===== config.mk =====
export PLATFORM = sky130hd
export DESIGN_NAME = tsd_top
export DESIGN_NICKNAME = d
export VERILOG_FILES = /design/src/hdl/tsd_pkg.sv /design/src/hdl/tsd_top.sv
export SDC_FILE = /design/constraint.sdc
export NUM_CORES = 1
export LEC_CHECK = 0
export BUFFER_PORTS_ARGS = -buffer_cell sky130_fd_sc_hd__clkbuf_2
export CORE_ASPECT_RATIO = 0.9
export CORE_MARGIN = 8
export CORE_UTILIZATION = 45
export CTS_BUF_LIST = sky130_fd_sc_hd__clkbuf_8
export CTS_CLUSTER_SIZE = 12
export DETAILED_ROUTE_END_ITERATION = 7
export GPL_TIMING_DRIVEN = 0
export PLACE_DENSITY = 0.68
export SLEW_MARGIN = 20
export SYNTH_ARGS = -nofsm -noshare
export SYNTH_HDL_FRONTEND = slang
export SYNTH_SLANG_ARGS = --single-unit

===== constraint.sdc =====
create_clock -name ref_clk -period 2.45 [get_ports ref_clk]
set_input_delay 0.245 -clock ref_clk [delete_from_list [all_inputs] [get_ports ref_clk]]
set_output_delay 0.245 -clock ref_clk [all_outputs]
set_load 0.02 [all_outputs]

===== src/hdl/tsd_pkg.sv =====
package tsd_pkg;
  // ****************************************************************
  // trellis geometry
  // ****************************************************************
  localparam int N_STATES    = 32;           // one survivor per state
  localparam int SS_LEN      = 32;           // bits per survivor
  localparam int K_MAX       = 6;            // longest constraint length
  localparam int DEPTH_STEP  = 4;            // taps every fourth stage
  localparam int MAJ_LIMIT   = 16;           // ones needed for a one
  localparam int DEC_PIPE    = 2;            // compare-to-load stages
  // ****************************************************************
  // latency figures in bits
  // ****************************************************************
  localparam logic [5:0] LAT_FIX_THIRD = 6'h10;  // 16 bits
  localparam logic [5:0] LAT_FIX_HALF  = 6'h11;  // 17 bits
  // ****************************************************************
  // branch synchronizer settings
  // ****************************************************************
  localparam logic [5:0] THR_LONG  = 6'h3C;  // 60 for k of 5 or 6
  localparam logic [5:0] THR_SHORT = 6'h1E;  // 30 for k of 3 or 4
  localparam logic [5:0] CHK_K6    = 6'h20;  // 32
  localparam logic [5:0] CHK_K5    = 6'h1B;  // 27
  localparam logic [5:0] CHK_K4    = 6'h16;  // 22
  localparam logic [5:0] CHK_K3    = 6'h10;  // 16
  // ****************************************************************
  // register port map
  // ****************************************************************
  localparam logic [7:0] CTRL_OFF  = 8'h00;
  localparam logic [7:0] STAT_OFF  = 8'h04;
  localparam logic [7:0] POLY_OFF  = 8'h08;
  localparam int CTRL_DEPTH_LSB = 0;         // 3 bits, depth select
  localparam int CTRL_QUANT_LSB = 4;         // 2 bits, quantization
  localparam int CTRL_K_LSB     = 8;         // 2 bits, constraint length
  localparam logic [2:0]  DEPTH_RST = 3'h7;  // full 32-stage depth
  localparam logic [1:0]  QUANT_RST = 2'h3;  // three-bit soft data
  localparam logic [1:0]  K_RST     = 2'h3;  // k = 6
  localparam logic [17:0] POLY_RST  = 18'h00000;
  // ****************************************************************
  // forced pattern for the idle third word at rate one-half
  // ****************************************************************
  localparam logic [2:0] IDLE_WORD = 3'h4;
endpackage : tsd_pkg


===== src/hdl/tsd_top.sv =====
// Operation
// - thirty-two survivor registers, thirty-two bits each
// - upper decision: shift register s/2, insert zero
// - lower decision: take register s/2 plus sixteen, insert one
// - decision zero upper branch, one lower
// - two branch delays from compare to load
// - majority taps at depth four to thirty-two
// - count ones, pipelined over four branches
// - output one when count reaches sixteen
// - rate third latency sixteen plus depth delay
// - rate half latency seventeen plus depth delay
// - three weighted lines give variable delay
// - constraint length up to six, plugged polynomials
// - sync threshold sixty or thirty by length
// - sync check depth thirty-two down to sixteen
// - unused quantization bits add equally everywhere
// - rate half forces third word equal
// - forward word msbs and clock onward
// - corrected bits leave with in-phase clock
// - decision bit is newest survivor bit
`timescale 1ns/10ps
`default_nettype none
module tsd_top
  import tsd_pkg::*;
#(
  parameter int WORD_W = 3,
  parameter int N_WORD = 3
) (
  input  wire logic                      ref_clk,
  input  wire logic                      sys_rst,
  input  wire logic                      link_clk,
  input  wire logic [WORD_W*N_WORD-1:0]  link_data,
  input  wire logic                      rate_half,
  input  wire logic [N_STATES-1:0]       cmp_dec,
  input  wire logic [7:0]                reg_addr,
  input  wire logic [31:0]               reg_wdata,
  input  wire logic                      reg_wr,
  input  wire logic                      reg_rd,
  output logic      [31:0]               reg_rdata,
  output logic      [WORD_W*N_WORD-1:0]  cond_data,
  output logic      [17:0]               gen_poly,
  output logic      [5:0]                bsync_thr,
  output logic      [5:0]                bsync_chk,
  output logic      [2:0]                delay_code,
  output logic      [5:0]                total_lat,
  output logic      [N_WORD-1:0]         tree_data,
  output logic                           tree_clk,
  output logic                           dec_data,
  output logic                           dec_clk
);

  // ****************************************************************
  // input synchronisers
  // ****************************************************************
  logic                     clk_s1;
  logic                     clk_s2;
  logic                     clk_s3;
  logic [WORD_W*N_WORD-1:0] dat_s1;
  logic [WORD_W*N_WORD-1:0] dat_s2;
  logic                     half_s1;
  logic                     half_s2;
  logic                     tick;

  // link pins are asynchronous to ref_clk, two flops before use
  always_ff @(posedge ref_clk) begin
    if (sys_rst) begin
      clk_s1  <= 1'b0;
      clk_s2  <= 1'b0;
      clk_s3  <= 1'b0;
      dat_s1  <= '0;
      dat_s2  <= '0;
      half_s1 <= 1'b0;
      half_s2 <= 1'b0;
    end else begin
      clk_s1  <= link_clk;
      clk_s2  <= clk_s1;
      clk_s3  <= clk_s2;
      dat_s1  <= link_data;
      dat_s2  <= dat_s1;
      half_s1 <= rate_half;
      half_s2 <= half_s1;
    end
  end

  // one branch per rising link clock edge
  assign tick = clk_s2 & ~clk_s3;

  // ****************************************************************
  // control registers
  // ****************************************************************
  logic [2:0] depth_sel;
  logic [1:0] quant_sel;
  logic [1:0] k_sel;

  // settings change mid-stream glitch the decode; software should idle
  always_ff @(posedge ref_clk) begin
    if (sys_rst) begin
      depth_sel <= DEPTH_RST;
      quant_sel <= QUANT_RST;
      k_sel     <= K_RST;
      gen_poly  <= POLY_RST;
    end else if (reg_wr && reg_addr == CTRL_OFF) begin
      depth_sel <= reg_wdata[CTRL_DEPTH_LSB +: 3];
      quant_sel <= reg_wdata[CTRL_QUANT_LSB +: 2];
      k_sel     <= reg_wdata[CTRL_K_LSB +: 2];
    end else if (reg_wr && reg_addr == POLY_OFF) begin
      gen_poly  <= reg_wdata[17:0];  // plugged generator taps, k up to six
    end
  end

  // ****************************************************************
  // branch synchronizer settings
  // ****************************************************************
  // k_sel: 0 is k3, 1 is k4, 2 is k5, 3 is k6
  always_ff @(posedge ref_clk) begin
    if (sys_rst) begin
      bsync_thr <= THR_LONG;
      bsync_chk <= CHK_K6;
    end else begin
      bsync_thr <= k_sel[1] ? THR_LONG : THR_SHORT;
      unique case (k_sel)
        2'h0: bsync_chk <= CHK_K3;
        2'h1: bsync_chk <= CHK_K4;
        2'h2: bsync_chk <= CHK_K5;
        2'h3: bsync_chk <= CHK_K6;
      endcase
    end
  end

  // ****************************************************************
  // input word conditioning
  // ****************************************************************
  logic [WORD_W*N_WORD-1:0] next_cond;

  // unused low bits take the inverse of the msb, so a word sits at
  // the same distance from both hard levels whatever it carries
  always_comb begin
    next_cond = dat_s2;
    for (int w = 0; w < N_WORD; w++) begin
      if (quant_sel == 2'h1) begin
        next_cond[w*WORD_W +: 2] = {2{~dat_s2[w*WORD_W+2]}};
      end else if (quant_sel == 2'h2) begin
        next_cond[w*WORD_W] = ~dat_s2[w*WORD_W+2];
      end
    end
    if (half_s2) begin
      next_cond[WORD_W*N_WORD-1 -: WORD_W] = IDLE_WORD;
    end
  end

  // words and msbs change once per branch
  always_ff @(posedge ref_clk) begin
    if (sys_rst) begin
      cond_data <= '0;
      tree_data <= '0;
    end else if (tick) begin
      cond_data <= next_cond;
      for (int w = 0; w < N_WORD; w++) begin
        tree_data[w] <= dat_s2[w*WORD_W+WORD_W-1];
      end
    end
  end

  // ****************************************************************
  // decision pipeline
  // ****************************************************************
  logic [N_STATES-1:0] dec_p1;
  logic [N_STATES-1:0] dec_p2;

  // one stage each side of the drawer cable
  always_ff @(posedge ref_clk) begin
    if (sys_rst) begin
      dec_p1 <= '0;
      dec_p2 <= '0;
    end else if (tick) begin
      dec_p1 <= cmp_dec;
      dec_p2 <= dec_p1;
    end
  end

  // ****************************************************************
  // survivor registers
  // ****************************************************************
  logic [SS_LEN-1:0]   ss [N_STATES];
  logic [N_STATES-1:0] tap;

  // bit 0 is the newest bit; state s draws from s/2 or s/2 + 16
  for (genvar s = 0; s < N_STATES; s++) begin : g_ss
    localparam int UP = s / 2;
    localparam int LO = s / 2 + N_STATES / 2;
    always_ff @(posedge ref_clk) begin
      if (sys_rst) begin
        ss[s] <= '0;
      end else if (tick) begin
        if (dec_p2[s]) begin
          ss[s] <= {ss[LO][SS_LEN-2:0], 1'b1};
        end else begin
          ss[s] <= {ss[UP][SS_LEN-2:0], 1'b0};
        end
      end
    end
    assign tap[s] = ss[s][DEPTH_STEP*depth_sel + DEPTH_STEP - 1];
  end

  // ****************************************************************
  // majority decision
  // ****************************************************************
  logic [N_STATES-1:0] tap_q;
  logic [2:0]          grp [N_STATES/4];
  logic [4:0]          half_sum [2];
  logic [5:0]          total;

  assign total = {1'b0, half_sum[0]} + {1'b0, half_sum[1]};

  // four branch stages trade latency for short adder paths
  always_ff @(posedge ref_clk) begin
    if (sys_rst) begin
      tap_q    <= '0;
      half_sum <= '{default: '0};
      dec_data <= 1'b0;
    end else if (tick) begin
      tap_q       <= tap;
      half_sum[0] <= 5'(grp[0]) + 5'(grp[1]) + 5'(grp[2]) + 5'(grp[3]);
      half_sum[1] <= 5'(grp[4]) + 5'(grp[5]) + 5'(grp[6]) + 5'(grp[7]);
      dec_data    <= (total >= 6'(MAJ_LIMIT));
    end
  end

  // groups of four taps form the second stage
  for (genvar g = 0; g < N_STATES/4; g++) begin : g_grp
    always_ff @(posedge ref_clk) begin
      if (sys_rst) begin
        grp[g] <= '0;
      end else if (tick) begin
        grp[g] <= 3'(tap_q[4*g]) + 3'(tap_q[4*g+1])
                + 3'(tap_q[4*g+2]) + 3'(tap_q[4*g+3]);
      end
    end
  end

  // ****************************************************************
  // output clocks and latency report
  // ****************************************************************
  // rises in the same ref_clk cycle as dec_data and tree_data move
  always_ff @(posedge ref_clk) begin
    if (sys_rst) begin
      dec_clk  <= 1'b0;
      tree_clk <= 1'b0;
    end else begin
      dec_clk  <= clk_s2;
      tree_clk <= clk_s2;
    end
  end

  // variable delay is four bits per depth step
  always_ff @(posedge ref_clk) begin
    if (sys_rst) begin
      delay_code <= DEPTH_RST;
      total_lat  <= LAT_FIX_THIRD;
    end else begin
      delay_code <= depth_sel;
      if (half_s2) begin
        total_lat <= LAT_FIX_HALF + {1'b0, depth_sel, 2'b00};
      end else begin
        total_lat <= LAT_FIX_THIRD + {1'b0, depth_sel, 2'b00};
      end
    end
  end

  // ****************************************************************
  // register read port
  // ****************************************************************
  // unmapped addresses read zero
  always_ff @(posedge ref_clk) begin
    if (sys_rst) begin
      reg_rdata <= '0;
    end else if (reg_rd) begin
      reg_rdata <= '0;
      if (reg_addr == CTRL_OFF) begin
        reg_rdata[CTRL_DEPTH_LSB +: 3] <= depth_sel;
        reg_rdata[CTRL_QUANT_LSB +: 2] <= quant_sel;
        reg_rdata[CTRL_K_LSB +: 2]     <= k_sel;
      end else if (reg_addr == STAT_OFF) begin
        reg_rdata[5:0]   <= total_lat;
        reg_rdata[11:6]  <= bsync_thr;
        reg_rdata[17:12] <= bsync_chk;
        reg_rdata[18]    <= dec_data;
        reg_rdata[19]    <= half_s2;
        reg_rdata[25:20] <= total;
      end else if (reg_addr == POLY_OFF) begin
        reg_rdata[17:0] <= gen_poly;
      end
    end else begin
      reg_rdata <= '0;
    end
  end

endmodule : tsd_top
`default_nettype wire


# --- Word level (Yosys, flattened, before mapping) ---
# Memory sizes are Yosys's and may differ from the RTL's.
# Cells that the tools add are included.
classes:
  n_lt_le_gt_ge: 2
  n_eq_ne: 7
  addsub: 35
  n_mux: 415
  bitwise_logic: 80
  n_reduce_logical: 8
ops:
  columns: ["operator", "count"]
  rows:
  - ["$mux W32", 64]
  - ["$mux W1", 302]
  - ["$bmux W1 S5", 32]
  - ["$or A1 B1 Y1", 72]
  - ["$mux W18", 2]
  - ["$lt A32 B6 Y1 const B", 1]
  - ["$mux W3", 10]
  - ["$add A2 B1 Y3", 8]
  - ["$add A3 B1 Y3", 8]
  - ["$pmux W6 S4", 1]
  - ["$add A1 B1 Y2", 8]
  - ["$add A5 B5 Y6 const A", 2]
  - ["$mux W6", 2]
  - ["$add A4 B3 Y5", 2]
  - ["$add A5 B3 Y5", 2]
  - ["$add A3 B3 Y4", 2]
  - ["$eq A8 B3 Y1 const B", 1]
  - ["$eq A8 B4 Y1 const B", 1]
  - ["$logic_not A8 Y1", 1]
  - ["$not A1 Y1", 7]
  - ["$sub A6 B1 Y7 const B", 1]
  - ["$add A5 B3 Y6 const B", 1]
  - ["$add A5 B5 Y6", 1]
  - ["$eq A2 B2 Y1 const B", 3]
  - ["10 further kinds", 13]
totals:
  inputBits: 87
  register_bits: 220
  wordCells: 576
  mem_bits_rw: 1048
  out_inout_bits: 86
  mem_count: 2
memory_table:
  columns: ["name", "words", "width", "read_ports", "rd_ports_with_merged_regs", "write_ports", "line_no", "text"]
  rows:
  - ["ss", 32, 32, 32, 0, 32, "tsd_top.sv:184", "logic [SS_LEN-1:0] ss [N_STATES];"]
  - ["grp", 8, 3, 8, 0, 8, "tsd_top.sv:209", "logic [2:0] grp [N_STATES/4];"]

# --- Logic depth before layout (Yosys ltp) ---
depth:
  word_depth: 7
  mapped_depth: 9
  depth_no_buf: 9

# --- Worst setup path after synthesis ---
# Ideal clock, no wire load.
synth_path:
  kind: "register to register"
  start: "memory grp[0][1]"
  end: "register half_sum[7] (netlist bit)"
  setup_ns: 0.117
  required_ns: 2.333
  arrival_time_ns: 2.219
  slack_ns: 0.114
  stages_incl_launch_ff: 8
  cell_sequence: "edfxtp_1 -> inv_1 -> fa_1 -> inv_1 -> fa_1 -> ha_1 -> fa_1 -> a22o_1"
synth_rtl:
  columns: ["element", "line_no", "text"]
  rows:
  - ["from (decl)", "tsd_top.sv:209", null]
  - ["to (decl)", "tsd_top.sv:210", "logic [4:0] half_sum [2];"]

==> impl_metrics.yaml <==
synthesis:
  yosysTopAreaCell: "edfxtp_1"
  yosysMostFrequentCell: "nor2_1"
  ys_warn_count: 0
  synthArstFlopShare_pct: 0
  synthTopCellsByCount: "nor2_1 (1,066), edfxtp_1 (1,048), mux2i_1 (997), dfxtp_1 (206), buf_2 (167)"
  syn_area_per_cell_um2: 13.1
  synth_edf_count: 1048
  synth_top_flop_cell: "edfxtp_1"
  ys_seq_elements: 1254
  ys_types: 44
  synth_top_cell_area_share_pct: 55.8
  synth_area_leaders: "edfxtp_1 (56%), mux2i_1 (18%), dfxtp_1 (7.3%), nor2_1 (7.1%), buf_2 (1.5%)"
  synth-seq-area-share_pct: 63.2
  syn_area_um2: 56400
  synthCells: 4298
finish:
  syn2layout_area_growth_pct: 14.2
  finalNonFillerCells: 6568
  layout-drive-gt1-share_pct: 15.5
  fillCellCount: 10680
  nets: 4911
  final_util_pct: 51.6
  multi_input_area_um2: 18900
  seq_area_um2: 35600
detailed_routing:
  drt_iter0_drc: 4338
  drc: 0
  antenna_left: 0
  post_drt_wl_per_cell_um: 27.2
  vias_per_cell: 5.73
  dr.pass1.iters: 5
  vias: 37640
  routed_wl_um: 179000
place:
  hpwl_um: 138000
  place_congestion: 0.944
  portBuffers: 145
  dp.cells: 6093
  pre_cts_ws_ps: -349
power_and_ir_drop:
  powerDensity_nw_per_um2: 695
  ir_drop_uv: 464
  p_leak_nw: 22.0
global_routing:
  overflow: 0
  grt_pass1_wl_um: 252000
  grt_max_degree: 33
  antenna_found_initial: 5
  grt_util_all_layers_pct: 25.4
  grt_pass1_vias: 36714
timing:
  rsz0062_at_grt: "true"
  fmax_mhz: 395
  tns_ps: -196
  skew_ps: 56.6
  hold_viol_final: 0
  finalMaxSlewViolations: 0
  min_period_ps: 2530
  holdWs_ps: 84.4
  maxSlewHeadroom_pct: 38.6
  fin_ws_ps: -82.4
  finalSetupViolations: 6
  fin_crit_sh_pct: 103
  tightest_slew_ps: 921
clock_tree:
  cts_buffers: 200
  cts_root_buf: "clkbuf_8"
  cts.clk_slew.worst_paths_ps: 60
  cts.sinks: 1254
  cts_tree: "done"
  clk_latency_ps: 940
  htree_levels: 4
  ctsLongestPathBuffers: 3
setup_path:
  critPathLaunch: "dec_clk"
  endpoint_kind: "register"
  r2r_slack_ps: -80
  crit_type: "reg2reg"
  crit_fanout: 10
  endpoint: "ss[1][125]"
  crit_arrival_ps: 3190
  worstPathRequired_ps: 3100
  r2r_cells: 7
  r2r_end: "ss[1][125]"
  start_kind: "register"
  r2r-start: "dec_clk"
floorplan:
  core_area_um2: 125000
  dieArea_um2: 137000
  rows: 123
  start_util_pct: 45.2
  die_h_um: 352
  die_w_um: 389
  ioPinCount: 173
run:
  cap_violations: 0
hold_path:
  hold_class: "in2reg"
  holdPathStages: 3
status:
  status: "complete, but fails checks"
  violations: "setup timing"
==> logic make-up after synthesis <==
kind of cell,after synthesis,share of synthesized area [%]
adder cells (fa/ha/maj),54,1.48
flip-flops,1254,63.2
other,2,0.0133
XOR/XNOR,6,0.0933
buffers and inverters,437,3.47
AND/OR/NAND/NOR,1245,8.84
AO/OA/AOI/OAI,207,2.70
multiplexers,1093,20.3
==> layout by cell type (no fill, tap or decap), types with 9 or more instances in the layout <==
master         count
fa_1              19
buf_4             25
inv_2             21
a22o_1            74
o31ai_1           10
clkbuf_2         154
clkbuf_1          70
ha_1              30
conb_1            11
mux2i_1          997
buf_1             63
mux2_2            64
nor2_1          1060
buf_2            160
a21oi_1           38
o32ai_1           24
inv_1            150
nand2_1           63
mux4_2            32
nor3_1             9
clkinv_1          40
nor2b_1           35
clkbuf_8         217
edfxtp_1        1048
inv_4             18
buf_12            16
dlygate4sd3_1    100
dfxtp_1          206
and3_1            56
o22ai_1           32
==> worst max-delay path, cell delays in order (launching register included) <==
cell     delay, ps
dfxtp_1        350
nor2b_1        130
buf_2          280
nand2_1        300
buf_4          320
buf_4          230
buf_2          220
nor2_1         410
==> stage by stage <==
step | power (mW) | cell area, µm²
finish | 44.7 | 64400
global route | 45.9 | 64300
floorplan | 26.5 | 56400
CTS | 44.8 | 64300
detailed placement | 27.8 | 59500
global placement | 27.7 | 59200
==> registers in the layout (all words and copies together), names as in the netlist, 2 cells and up <==
signal,flops
ss,1024
dec_p1,32
dec_p2,32
tap_q,32
reg_rdata,26
grp,24
gen_poly,18
half_sum,10
cond_data,9
dat_s1,9
dat_s2,9
bsync_chk,5
total_lat,5
delay_code,3
depth_sel,3
bsync_thr,2
k_sel,2
quant_sel,2
==> cell type report <==
cell class | count | area share [%]
diodes | 5 | 0.0194
multi-input cells | 2616 | 29.4
well taps | 1625 | 3.16
repair buffers | 262 | 3.19
flip-flops and latches | 1254 | 55.3
clock inverters | 153 | 1.15
inverters | 102 | 0.665
plain buffers | 334 | 2.49
clock buffers | 217 | 4.64
==> how the worst min path moves through the flow <==
stage	start	to	slack, ps
after floorplan	sys_rst	dec_clk	320
after global placement	dat_s1[3]	dat_s2[3]	420
after detailed placement	dat_s1[0]	dat_s2[0]	430
after CTS	link_data[4]	dat_s1[4]	10
after global routing	cmp_dec[29]	dec_p1[29]	90
final	link_data[5]	dat_s1[5]	80
==> where the power goes <==
| part | switching, mW | total (mW) | internal [mW] |
|---|---|---|---|
| clock | 8.69 | 17.2 | 8.47 |
| combinational | 1.71 | 2.63 | 0.919 |
| sequential | 0.784 | 24.9 | 24.1 |
==> what timing repair did <==
| action | in CTS | in global routing |
|---|---|---|
| hold buffers | 100 | 0 |
| setup buffers | 0 | 1 |
| gates cloned | 0 | 0 |
| pin swaps | 5 | 8 |
| endpoints found under the setup margin | 760 | 967 |
| resized for setup | 30 | 41 |
| hold endpoints to repair | 98 | 0 |
==> per-layer routing <==
layer	wire, µm	share of wire (%)	GRT usage [%]
met1	76600	43	36.0
met2	79100	44	39.0
met3	16600	9.3	4.66
met4	6510	3.6	9.72
met5	0	0	0
Note: power is estimated with default switching activity, not from simulation.
